File: src/pkg/etc_pkg.sv
// package: register map, field layout, timing constants and types for exposure trigger control
// Operation
// - exposure set in whole microseconds
// - absolute write derives stored raw multiplier
// - inexact absolute snaps to nearest multiple
// - raw write recomputes absolute readback
// - legacy mode: no acquisition-start stage
// - reset selects legacy mode
// - free run: all starts generated internally
// - free run paced by frame rate period
// - rate control off: back-to-back frames
// - acquisition-start off: generated internally
// - rising edge on line one starts exposure
// - each accepted edge gives one frame
// - exposure = raw times base, raw 1..4095
package etc_pkg;

	// ****************************************
	// register offsets
	// ****************************************
	localparam logic [7:0] ETC_OFF_CTRL     = 8'h00;
	localparam logic [7:0] ETC_OFF_EXP_ABS  = 8'h04;
	localparam logic [7:0] ETC_OFF_EXP_RAW  = 8'h08;
	localparam logic [7:0] ETC_OFF_BASE     = 8'h0C;
	localparam logic [7:0] ETC_OFF_PERIOD   = 8'h10;
	localparam logic [7:0] ETC_OFF_STATUS   = 8'h14;
	localparam logic [7:0] ETC_OFF_FRAMES   = 8'h18;

	// ****************************************
	// control field positions
	// ****************************************
	localparam int ETC_CTRL_STANDARD = 0;
	localparam int ETC_CTRL_ACQ_EN   = 1;
	localparam int ETC_CTRL_AS_TRIG  = 2;
	localparam int ETC_CTRL_FS_TRIG  = 3;
	localparam int ETC_CTRL_RATE_EN  = 4;

	// ****************************************
	// reset values and limits
	// ****************************************
	localparam logic [11:0] ETC_RAW_MIN   = 12'h001;
	localparam logic [11:0] ETC_RAW_MAX   = 12'hFFF;
	localparam logic [11:0] ETC_RAW_RST   = 12'h064;
	localparam logic [23:0] ETC_BASE_RST  = 24'h000014;
	localparam logic [31:0] ETC_PERIOD_RST = 32'h000003E8;
	localparam logic [31:0] ETC_UNMAPPED  = 32'h00000000;

	// ****************************************
	// timing
	// ****************************************
	localparam int ETC_CLK_HZ      = 10_000_000;
	localparam int ETC_TICK_US     = 1;
	localparam int ETC_TICK_CYCLES = ETC_CLK_HZ / 1_000_000 * ETC_TICK_US;
	localparam int ETC_READOUT_US  = 50;
	localparam int ETC_XMIT_US     = 50;

	typedef enum logic [2:0] {
		ETC_IDLE    = 3'b000,
		ETC_WAIT_FS = 3'b001,
		ETC_EXPOSE  = 3'b010,
		ETC_READOUT = 3'b011,
		ETC_XMIT    = 3'b100
	} etc_state_t;

	typedef struct packed {
		logic standard;
		logic acq_en;
		logic as_trig;
		logic fs_trig;
		logic rate_en;
	} etc_ctrl_t;

	typedef struct packed {
		logic [11:0] raw;
		logic [23:0] base;
		logic [31:0] period;
	} etc_timing_t;

endpackage

File: src/hw/etc_top.sv
// exposure and trigger control: APB registers, exposure conversion, frame sequencer
//
// The register addresses and the APB register port were decided locally.
`timescale 1ns/1ns
`default_nettype none
module etc_top import etc_pkg::*; #(
	parameter int READOUT_CYCLES = ETC_READOUT_US * ETC_TICK_CYCLES,
	parameter int XMIT_CYCLES    = ETC_XMIT_US * ETC_TICK_CYCLES
) (
	input  wire logic        clk_i,
	input  wire logic        rst_i,
	input  wire logic        psel_i,
	input  wire logic        penable_i,
	input  wire logic        pwrite_i,
	input  wire logic [7:0]  paddr_i,
	input  wire logic [31:0] pwdata_i,
	output logic [31:0]      prdata_o,
	output logic             pready_o,
	output logic             pslverr_o,
	input  wire logic        line1_i,
	output logic             exposing_o,
	output logic             readout_o,
	output logic             xmit_o,
	output logic             frame_start_o
);
	// ****************************************
	// registers
	// ****************************************
	etc_ctrl_t   ctrl;
	etc_timing_t tim;
	logic [31:0] exp_abs;
	logic [31:0] frames;
	etc_state_t  state;
	etc_state_t  next_state;

	logic        conv_busy;
	logic        conv_done;
	logic [11:0] conv_raw;
	logic        line_lvl;
	logic        line_rise;
	// read data is loaded one edge before pready, so a stalled read sees fresh values
	logic        rd_ok;

	// ****************************************
	// bus decode
	// ****************************************
	// writes during a conversion wait so abs and raw never disagree
	wire access    = psel_i & penable_i;
	wire hit_ctrl  = paddr_i == ETC_OFF_CTRL;
	wire hit_abs   = paddr_i == ETC_OFF_EXP_ABS;
	wire hit_raw   = paddr_i == ETC_OFF_EXP_RAW;
	wire hit_base  = paddr_i == ETC_OFF_BASE;
	wire hit_per   = paddr_i == ETC_OFF_PERIOD;
	wire hit_stat  = paddr_i == ETC_OFF_STATUS;
	wire hit_frm   = paddr_i == ETC_OFF_FRAMES;
	wire mapped    = hit_ctrl | hit_abs | hit_raw | hit_base | hit_per | hit_stat | hit_frm;
	wire bus_stall = conv_busy | conv_done;
	wire wr        = access & pwrite_i & ~bus_stall;
	wire wr_abs    = wr & hit_abs;
	wire wr_raw    = wr & hit_raw;
	wire wr_base   = wr & hit_base;
	wire [11:0] raw_wr = (pwdata_i[11:0] == 12'h0) ? ETC_RAW_MIN : pwdata_i[11:0];
	// abs readback: raw times base
	wire [35:0] abs_calc  = {24'h0, tim.raw} * {12'h0, tim.base};
	wire [35:0] abs_conv  = {24'h0, conv_raw} * {12'h0, tim.base};
	wire [31:0] ctrl_word = {27'h0, ctrl.rate_en, ctrl.fs_trig, ctrl.as_trig,
	                         ctrl.acq_en, ctrl.standard};
	wire [31:0] stat_word = {27'h0, line_lvl, conv_busy, state};

	assign pready_o  = ~bus_stall & (pwrite_i | rd_ok);
	assign pslverr_o = access & pready_o & ~mapped;

	// ****************************************
	// register writes
	// ****************************************
	always_ff @(posedge clk_i) begin
		if (rst_i) begin
			ctrl       <= '0;
			tim.raw    <= ETC_RAW_RST;
			tim.base   <= ETC_BASE_RST;
			tim.period <= ETC_PERIOD_RST;
			exp_abs    <= 32'(ETC_RAW_RST) * 32'(ETC_BASE_RST);
		end else begin
			if (wr & hit_ctrl) begin
				ctrl.standard <= pwdata_i[ETC_CTRL_STANDARD];
				ctrl.acq_en   <= pwdata_i[ETC_CTRL_ACQ_EN];
				ctrl.as_trig  <= pwdata_i[ETC_CTRL_AS_TRIG];
				ctrl.fs_trig  <= pwdata_i[ETC_CTRL_FS_TRIG];
				ctrl.rate_en  <= pwdata_i[ETC_CTRL_RATE_EN];
			end
			if (wr & hit_per)
				tim.period <= pwdata_i;
			if (wr_abs)
				exp_abs <= pwdata_i;
			if (wr_raw) begin
				tim.raw <= raw_wr;
				exp_abs <= 32'({24'h0, raw_wr} * {12'h0, tim.base});
			end
			if (wr_base) begin
				tim.base <= pwdata_i[23:0];
				exp_abs  <= 32'({24'h0, tim.raw} * {12'h0, pwdata_i[23:0]});
			end
			if (conv_done) begin
				tim.raw <= conv_raw;
				exp_abs <= abs_conv[31:0];
			end
		end
	end

	always_ff @(posedge clk_i) begin
		if (rst_i)
			rd_ok <= 1'b0;
		else
			rd_ok <= psel_i & ~pwrite_i & ~bus_stall & ~(access & pready_o);
	end

	always_ff @(posedge clk_i) begin
		if (rst_i)
			prdata_o <= 32'h0;
		else if (psel_i & ~pwrite_i & ~bus_stall)
			prdata_o <= hit_ctrl ? ctrl_word :
			            hit_abs  ? exp_abs :
			            hit_raw  ? {20'h0, tim.raw} :
			            hit_base ? {8'h0, tim.base} :
			            hit_per  ? tim.period :
			            hit_stat ? stat_word :
			            hit_frm  ? frames : ETC_UNMAPPED;
	end

	etc_exp_conv u_conv (
		.clk_i   (clk_i),
		.rst_i   (rst_i),
		.start_i (wr_abs),
		.abs_i   (pwdata_i),
		.base_i  (tim.base),
		.busy_o  (conv_busy),
		.done_o  (conv_done),
		.raw_o   (conv_raw)
	);

	etc_edge_sync u_line1 (
		.clk_i   (clk_i),
		.rst_i   (rst_i),
		.pin_i   (line1_i),
		.level_o (line_lvl),
		.rise_o  (line_rise)
	);

	// ****************************************
	// timebase and frame pacing
	// ****************************************
	logic [7:0]  tick_cnt;
	logic [31:0] period_cnt;
	logic [11:0] exp_cnt;
	logic [23:0] base_cnt;
	logic [31:0] phase_cnt;

	wire tick = tick_cnt == 8'(ETC_TICK_CYCLES - 1);
	// in legacy mode the acquisition-start stage is absent
	wire as_needed  = ctrl.standard & ctrl.as_trig;
	// legacy: the single trigger is the frame trigger under its old name
	wire fs_ext     = ctrl.fs_trig;
	// the tick term lets the start land exactly one period after the last one
	wire pace_ok    = ~ctrl.rate_en | (period_cnt >= tim.period) |
	                  (tick & (33'(period_cnt) + 33'h1 >= 33'(tim.period)));
	wire int_start  = ~fs_ext & pace_ok;
	wire ext_start  = fs_ext & line_rise;
	wire go         = ctrl.acq_en & ~as_needed;
	wire start_now  = (state == ETC_WAIT_FS) & (int_start | ext_start);
	wire base_wrap  = tick & (base_cnt >= tim.base - 24'h1);
	wire exp_end    = base_wrap & (exp_cnt >= tim.raw - 12'h1);
	wire phase_end  = phase_cnt >= ((state == ETC_READOUT) ? 32'(READOUT_CYCLES - 1) :
	                                                         32'(XMIT_CYCLES - 1));

	always_comb begin
		next_state = state;
		case (state)
			ETC_IDLE:    if (go) next_state = ETC_WAIT_FS;
			ETC_WAIT_FS: begin
				if (!go)
					next_state = ETC_IDLE;
				else if (start_now)
					next_state = ETC_EXPOSE;
			end
			ETC_EXPOSE:  if (exp_end) next_state = ETC_READOUT;
			ETC_READOUT: if (phase_end) next_state = ETC_XMIT;
			ETC_XMIT:    if (phase_end) next_state = ETC_WAIT_FS;
			default:     next_state = ETC_IDLE;
		endcase
	end

	always_ff @(posedge clk_i) begin
		if (rst_i) begin
			state    <= ETC_IDLE;
			tick_cnt <= 8'h0;
		end else begin
			state    <= next_state;
			tick_cnt <= (tick | start_now) ? 8'h0 : tick_cnt + 8'h1;
		end
	end

	// period counted in microseconds from each frame start
	always_ff @(posedge clk_i) begin
		if (rst_i)
			period_cnt <= 32'h0;
		else if (start_now)
			period_cnt <= 32'h0;
		else if (tick && period_cnt != 32'hFFFFFFFF)
			period_cnt <= period_cnt + 32'h1;
	end

	always_ff @(posedge clk_i) begin
		if (rst_i || start_now) begin
			exp_cnt  <= 12'h0;
			base_cnt <= 24'h0;
		end else if (state == ETC_EXPOSE && tick) begin
			base_cnt <= base_wrap ? 24'h0 : base_cnt + 24'h1;
			if (base_wrap)
				exp_cnt <= exp_cnt + 12'h1;
		end
	end

	always_ff @(posedge clk_i) begin
		if (rst_i || state != next_state)
			phase_cnt <= 32'h0;
		else
			phase_cnt <= phase_cnt + 32'h1;
	end

	always_ff @(posedge clk_i) begin
		if (rst_i) begin
			frames        <= 32'h0;
			frame_start_o <= 1'b0;
			exposing_o    <= 1'b0;
			readout_o     <= 1'b0;
			xmit_o        <= 1'b0;
		end else begin
			frame_start_o <= start_now;
			if (start_now)
				frames <= frames + 32'h1;
			exposing_o <= next_state == ETC_EXPOSE;
			readout_o  <= next_state == ETC_READOUT;
			xmit_o     <= next_state == ETC_XMIT;
		end
	end
endmodule
`default_nettype wire

File: src/hw/etc_edge_sync.sv
// two-flop synchroniser and rising-edge detector for an input pin
`timescale 1ns/1ns
`default_nettype none
module etc_edge_sync import etc_pkg::*; (
	input  wire logic clk_i,
	input  wire logic rst_i,
	input  wire logic pin_i,
	output logic      level_o,
	output logic      rise_o
);
	logic meta;
	logic sync;
	logic last;

	always_ff @(posedge clk_i) begin
		if (rst_i) begin
			meta <= 1'b0;
			sync <= 1'b0;
			last <= 1'b0;
		end else begin
			meta <= pin_i;
			sync <= meta;
			last <= sync;
		end
	end

	assign level_o = sync;
	assign rise_o  = sync & ~last;
endmodule
`default_nettype wire

File: src/hw/etc_exp_conv.sv
// absolute-to-raw exposure conversion by sequential division with rounding
`timescale 1ns/1ns
`default_nettype none
module etc_exp_conv import etc_pkg::*; (
	input  wire logic        clk_i,
	input  wire logic        rst_i,
	input  wire logic        start_i,
	input  wire logic [31:0] abs_i,
	input  wire logic [23:0] base_i,
	output logic             busy_o,
	output logic             done_o,
	output logic [11:0]      raw_o
);
	// restoring divider, 32 steps; base of zero is treated as one
	logic [31:0] quot;
	logic [32:0] rem;
	logic [5:0]  step;
	logic [23:0] div;
	wire  [32:0] shifted = {rem[31:0], quot[31]};
	wire         fits    = shifted >= {9'h000, div};
	wire  [32:0] rem_nx  = fits ? shifted - {9'h000, div} : shifted;
	wire  [31:0] q_nx    = {quot[30:0], fits};
	// round to nearest: remainder doubled against divisor
	wire         up      = {rem_nx[31:0], 1'b0} >= {9'h000, div};
	wire  [31:0] q_rnd   = q_nx + {31'h0, up};
	wire  [31:0] q_clip  = (q_rnd < {20'h0, ETC_RAW_MIN}) ? {20'h0, ETC_RAW_MIN} :
	                       (q_rnd > {20'h0, ETC_RAW_MAX}) ? {20'h0, ETC_RAW_MAX} : q_rnd;

	always_ff @(posedge clk_i) begin
		if (rst_i) begin
			busy_o <= 1'b0;
			done_o <= 1'b0;
			raw_o  <= ETC_RAW_RST;
			quot   <= 32'h0;
			rem    <= 33'h0;
			step   <= 6'h0;
			div    <= 24'h1;
		end else begin
			done_o <= 1'b0;
			if (start_i) begin
				busy_o <= 1'b1;
				quot   <= abs_i;
				rem    <= 33'h0;
				step   <= 6'h20;
				div    <= (base_i == 24'h0) ? 24'h1 : base_i;
			end else if (busy_o) begin
				quot <= q_nx;
				rem  <= rem_nx;
				step <= step - 6'h1;
				if (step == 6'h1) begin
					busy_o <= 1'b0;
					done_o <= 1'b1;
					raw_o  <= q_clip[11:0];
				end
			end
		end
	end
endmodule
`default_nettype wire

File: config.mk
export PLATFORM = sky130hd
export DESIGN_NAME = etc_top
export DESIGN_NICKNAME = d
export VERILOG_FILES = /design/src/pkg/etc_pkg.sv /design/src/hw/etc_top.sv /design/src/hw/etc_edge_sync.sv /design/src/hw/etc_exp_conv.sv
export SDC_FILE = /design/constraint.sdc
export NUM_CORES = 2
export LEC_CHECK = 0
export BUFFER_PORTS_ARGS = -buffer_cell sky130_fd_sc_hd__buf_4
export CAP_MARGIN = 25
export CORE_UTILIZATION = 45
export DETAILED_ROUTE_END_ITERATION = 8
export MAX_ROUTING_LAYER = met4
export PLACE_DENSITY = 0.62
export SLEW_MARGIN = 20
export SYNTH_ARGS = -nofsm -noshare
export SYNTH_HDL_FRONTEND = slang
export SYNTH_HIERARCHICAL = 1
export SYNTH_SLANG_ARGS = --single-unit
File: constraint.sdc
create_clock -name clk_i -period 9.25 [get_ports clk_i]
set_input_delay 0.4625 -clock clk_i [delete_from_list [all_inputs] [get_ports clk_i]]
set_output_delay 0.4625 -clock clk_i [all_outputs]
set_load 0.01 [all_outputs]
==> impl_metrics.py <==
metrics = {
    "pwr": {
        "power_density_nw_per_um2": 85.48,
        "switching_share_pct": 30.51,
        "power_frac_comb_pct": 18.7,
        "internal-power_w": 0.003036,
        "share_clk_of_total_power_pct": 41.4,
        "total_switching_power_w": 0.001333,
        "pwr-share-seq_pct": 39.8,
        "report.power.total_w": 0.004369,
        "cellLeakagePower_nw": 23.10,
        "vdd_ir_drop_max_v": 0.0001144,
    },
    "sta": {
        "unrepaired_setup_endpoints_after_global_routing": "false",
        "timing.hold.ws_ns": 0.07846,
        "max_clock_freq_mhz": 125.0,
        "finalClockSkew_ns": 0.03920,
        "finalHoldViolations": 0,
        "final.period_utilization_pct": 86.46,
        "worst_slew_margin_rel_pct": 30.60,
        "report.final.setup_viol": 0,
        "period_needed_ns": 7.998,
        "final_max_slew_viol_count": 0,
        "worst_max_slew_pin_slew_ns": 1.040,
        "fin_setup_tns_ns": 0,
    },
    "floorplan": {
        "top_level_ports": 84,
        "core_sq_um": 105600,
        "fp.dieH_microns": 328.6,
        "fp.dieArea_sq_um": 108000,
        "die_width_microns": 328.6,
        "floorplan.initialDensity_pct": 45.46,
        "fp-row-count": 119,
    },
    "yosys": {
        "yosysUniqueCellTypes": 91,
        "count_of_flip_flops_with_a_built_in_enable_after_synthesis": 0,
        "synth-async-reset-ratio_pct": 0,
        "postSynthRegisterBits": 396,
        "post_synth_inst_count": 5856,
        "yosysWarningCount": 6,
        "avgSynthCellArea_sq_um": 8.196,
        "postSynthNetCount": 6879,
        "synth-main-ff-cell": "sky130_fd_sc_hd__dfxtp_1",
        "ys_seq_area_share_pct": 16.52,
        "synth_area_sq_um": 47990,
    },
    "detailed_routing": {
        "drtIter0Drc": 3359,
        "wl_met1_microns": 65690,
        "detail_route.drc_violations": 0,
        "wire_length_on_met3_microns": 12250,
        "highest-signal-layer": "met4",
        "wire_length_per_cell_after_detailed_routing_microns": 20.80,
        "antenna_violating_nets_post_route": 0,
        "vias": 40200,
        "finalWirelength_microns": 148300,
        "vias_per_cell": 5.635,
        "met2_wl_microns": 65580,
        "detailedRoute.firstPassIterationCount": 6,
    },
    "clock_network": {
        "clk_transition_reported_paths_ns": 0.06,
        "cts-root-buf": "sky130_fd_sc_hd__clkbuf_16",
        "cts_setup_buffers": 0,
        "tritoncts": "done",
        "cts_inserted_buffers": 43,
        "htree_levels": 2,
        "max_clock_buf_depth": 3,
        "clock_sink_count": 396,
        "cts_resized": 0,
        "cts_hold_repair.buffers": 0,
        "clkLatencyLatePin_ns": 0.62,
    },
    "global_routing": {
        "grtUsageTotal_pct": 28.73,
        "first_global_vias": 40200,
        "antenna_violations_before_repair": 5,
        "grt_start_max_net_pins": 89,
        "grt_pass1_wl_microns": 233800,
        "grt.overflow.total": 0,
    },
    "worst_setup_path": {
        "r2r_slack_ns": 1.25,
        "timing.critical_path.slowest_stage_cell": "sky130_fd_sc_hd__or3_1",
        "worst-endpoint-arrival_ns": 8.44,
        "worst_path_largest_cell_delay_ns": 0.75,
        "worstSetupEndpointType": "flop",
        "path_class": "reg2reg",
        "crit_path_start_kind": "flop",
        "path_max_fanout": 28,
        "cp.required_ns": 9.69,
        "path_common_cell": "sky130_fd_sc_hd__ha_1",
    },
    "placement": {
        "postPlaceCellArea_sq_um": 49620,
        "place.port_buffers": 83,
        "place_congestion": 0.9508,
        "dpl.cell_count": 7052,
        "place.detailed.hpwl_microns": 109000,
    },
    "final_layout": {
        "layout.cells.most_common": "sky130_fd_sc_hd__nand2_1",
        "nets": 6730,
        "final_standard_cell_count_with_taps_included_and_fillers_excluded": 7133,
        "fraction_of_final_layout_cells_with_drive_strength_greater_than_1_pct": 5.087,
        "final_cell_area_sq_um": 51110,
        "flow.area_growth_from_synthesis_pct": 6.494,
        "mostFrequentLayoutCells": "sky130_fd_sc_hd__nand2_1, sky130_fd_sc_hd__inv_1, sky130_fd_sc_hd__fa_1, sky130_fd_sc_hd__nor2_1, sky130_fd_sc_hd__dfxtp_1",
        "fillers": 10320,
    },
    "worst_hold_path": {
        "min_path_type": "in2reg",
    },
    "run_status": {
        "outcome": "finished clean",
    },
    "flow_run": {
        "maxCapViolations": 0,
    },
}
-- flip-flops by register name, summed over array words and instances (netlist names), 3 cells and up --
name,flops
exp_abs,32
u_conv/raw_o,12
u_conv/rem,32
tim,68
frames,32
base_cnt,24
state,3
u_conv/step,6
phase_cnt,32
period_cnt,32
u_conv/div,24
exp_cnt,12
prdata_o,32
ctrl,4
u_conv/quot,32
tick_cnt,8
-- logic make-up (layout without fill, tap and decap cells) --
group           count (synthesis)  in the layout  share of synthesized area (%)
fa+ha+maj                     977            977                          35.57
other cells                     0              2                              0
mux                           112            112                          2.367
xor+xnor                      322            322                          5.876
flops                         396            396                          16.52
simple gates                 2183           2183                          20.69
compound gates                778            778                          10.34
buf+inv                      1088            972                          8.637
-- stage by stage --
stage / util (%) / setup WS [ns]
floorplan: - / 2.630
global placement: 47.00 / 1.356
detailed placement: 47.01 / 1.312
CTS: 48.39 / 1.252
global route: 48.41 / 0.6802
finish: 48.42 / 1.252
-- power by group through the flow --
stage | combinational [W] | clock [W] | sequential [W]
final | 0.000819 | 0.00181 | 0.00174
after global routing | 0.000909 | 0.00190 | 0.00174
after CTS | 0.000810 | 0.00184 | 0.00174
after detailed placement | 0.000804 | 0 | 0.00178
after global placement | 0.000799 | 0 | 0.00178
after floorplan | 0.000553 | 0 | 0.00177
-- critical path: cells and delay by family (launching register included) --
family          cells  cell delay [ns]
buf+inv             2             0.46
mux                 1             0.38
compound gates      8             1.52
simple gates       14             3.92
flops               1             0.33
fa+ha+maj           4             1.19
-- path summary, 6_finish.rpt --
check,endpoint,depth (start not counted),startpoint
min reg2reg,tim[43],2,tim[43]
min,u_line1/meta,2,line1_i
max reg2reg,u_conv/raw_o[8],29,u_conv/div[21]
max,u_conv/raw_o[8],29,u_conv/div[21]
-- synth_stat cells, types with 5 or more instances --
cell type	number	share of area, %
sky130_fd_sc_hd__a21o_1	40	0.63
sky130_fd_sc_hd__buf_2	13	0.14
sky130_fd_sc_hd__a211o_1	5	0.091
sky130_fd_sc_hd__a21oi_1	286	3.0
sky130_fd_sc_hd__nand4_1	56	0.73
sky130_fd_sc_hd__nor4_1	39	0.51
sky130_fd_sc_hd__nand3_1	106	1.1
sky130_fd_sc_hd__xor2_1	155	2.8
sky130_fd_sc_hd__or4_1	8	0.13
sky130_fd_sc_hd__ha_1	331	8.6
sky130_fd_sc_hd__or3_1	23	0.30
sky130_fd_sc_hd__nand2_1	959	7.5
sky130_fd_sc_hd__o211ai_1	36	0.56
sky130_fd_sc_hd__nor2_1	505	3.9
sky130_fd_sc_hd__clkbuf_1	303	2.4
sky130_fd_sc_hd__a221oi_1	29	0.53
sky130_fd_sc_hd__o21a_1	26	0.41
sky130_fd_sc_hd__o31ai_1	10	0.16
sky130_fd_sc_hd__o21bai_1	7	0.11
sky130_fd_sc_hd__nor2b_1	22	0.29
sky130_fd_sc_hd__and4_1	21	0.38
sky130_fd_sc_hd__o21ai_0	134	1.4
sky130_fd_sc_hd__nand3b_1	5	0.078
sky130_fd_sc_hd__mux2_2	12	0.28
sky130_fd_sc_hd__xnor2_1	167	3.0
sky130_fd_sc_hd__mux2i_1	100	2.1
sky130_fd_sc_hd__nor3b_1	5	0.078
sky130_fd_sc_hd__and3_1	51	0.66
sky130_fd_sc_hd__a2111oi_0	8	0.15
sky130_fd_sc_hd__a211oi_1	51	0.80
sky130_fd_sc_hd__or2_2	10	0.13
sky130_fd_sc_hd__nor3_1	63	0.66
sky130_fd_sc_hd__a22oi_1	20	0.31
sky130_fd_sc_hd__dfxtp_1	396	17
sky130_fd_sc_hd__fa_1	646	27
sky130_fd_sc_hd__nand2b_1	26	0.34
sky130_fd_sc_hd__o22ai_1	7	0.091
sky130_fd_sc_hd__a31oi_1	30	0.39
sky130_fd_sc_hd__and2_1	264	3.4
sky130_fd_sc_hd__inv_1	726	5.7
sky130_fd_sc_hd__o2111ai_1	8	0.15
sky130_fd_sc_hd__a222oi_1	8	0.17
sky130_fd_sc_hd__a311oi_1	20	0.36
sky130_fd_sc_hd__buf_1	35	0.27
-- per-layer routing --
metal / global-route usage (%) / up-vias
met5: - / -
met4: 8.382 / 0
met3: 4.505 / 249
met2: 43.45 / 1426
met1: 39.60 / 20050
li1: - / 18470
-- cell type report --
cell class                      instances  area [sq um]  share of cell area [%]
Antenna cell                            2         5.005                0.009792
Clock buffer                           58          1212                   2.372
Clock inverter                         20         246.5                  0.4823
Inverter                              728          2733                   5.346
Multi-Input combinational cell       4372         35970                   70.37
Sequential cell                       396          7934                   15.52
Tap cell                             1391          1740                   3.405
Timing Repair Buffer                  166          1272                   2.490
(Power assumes the default switching activity.)
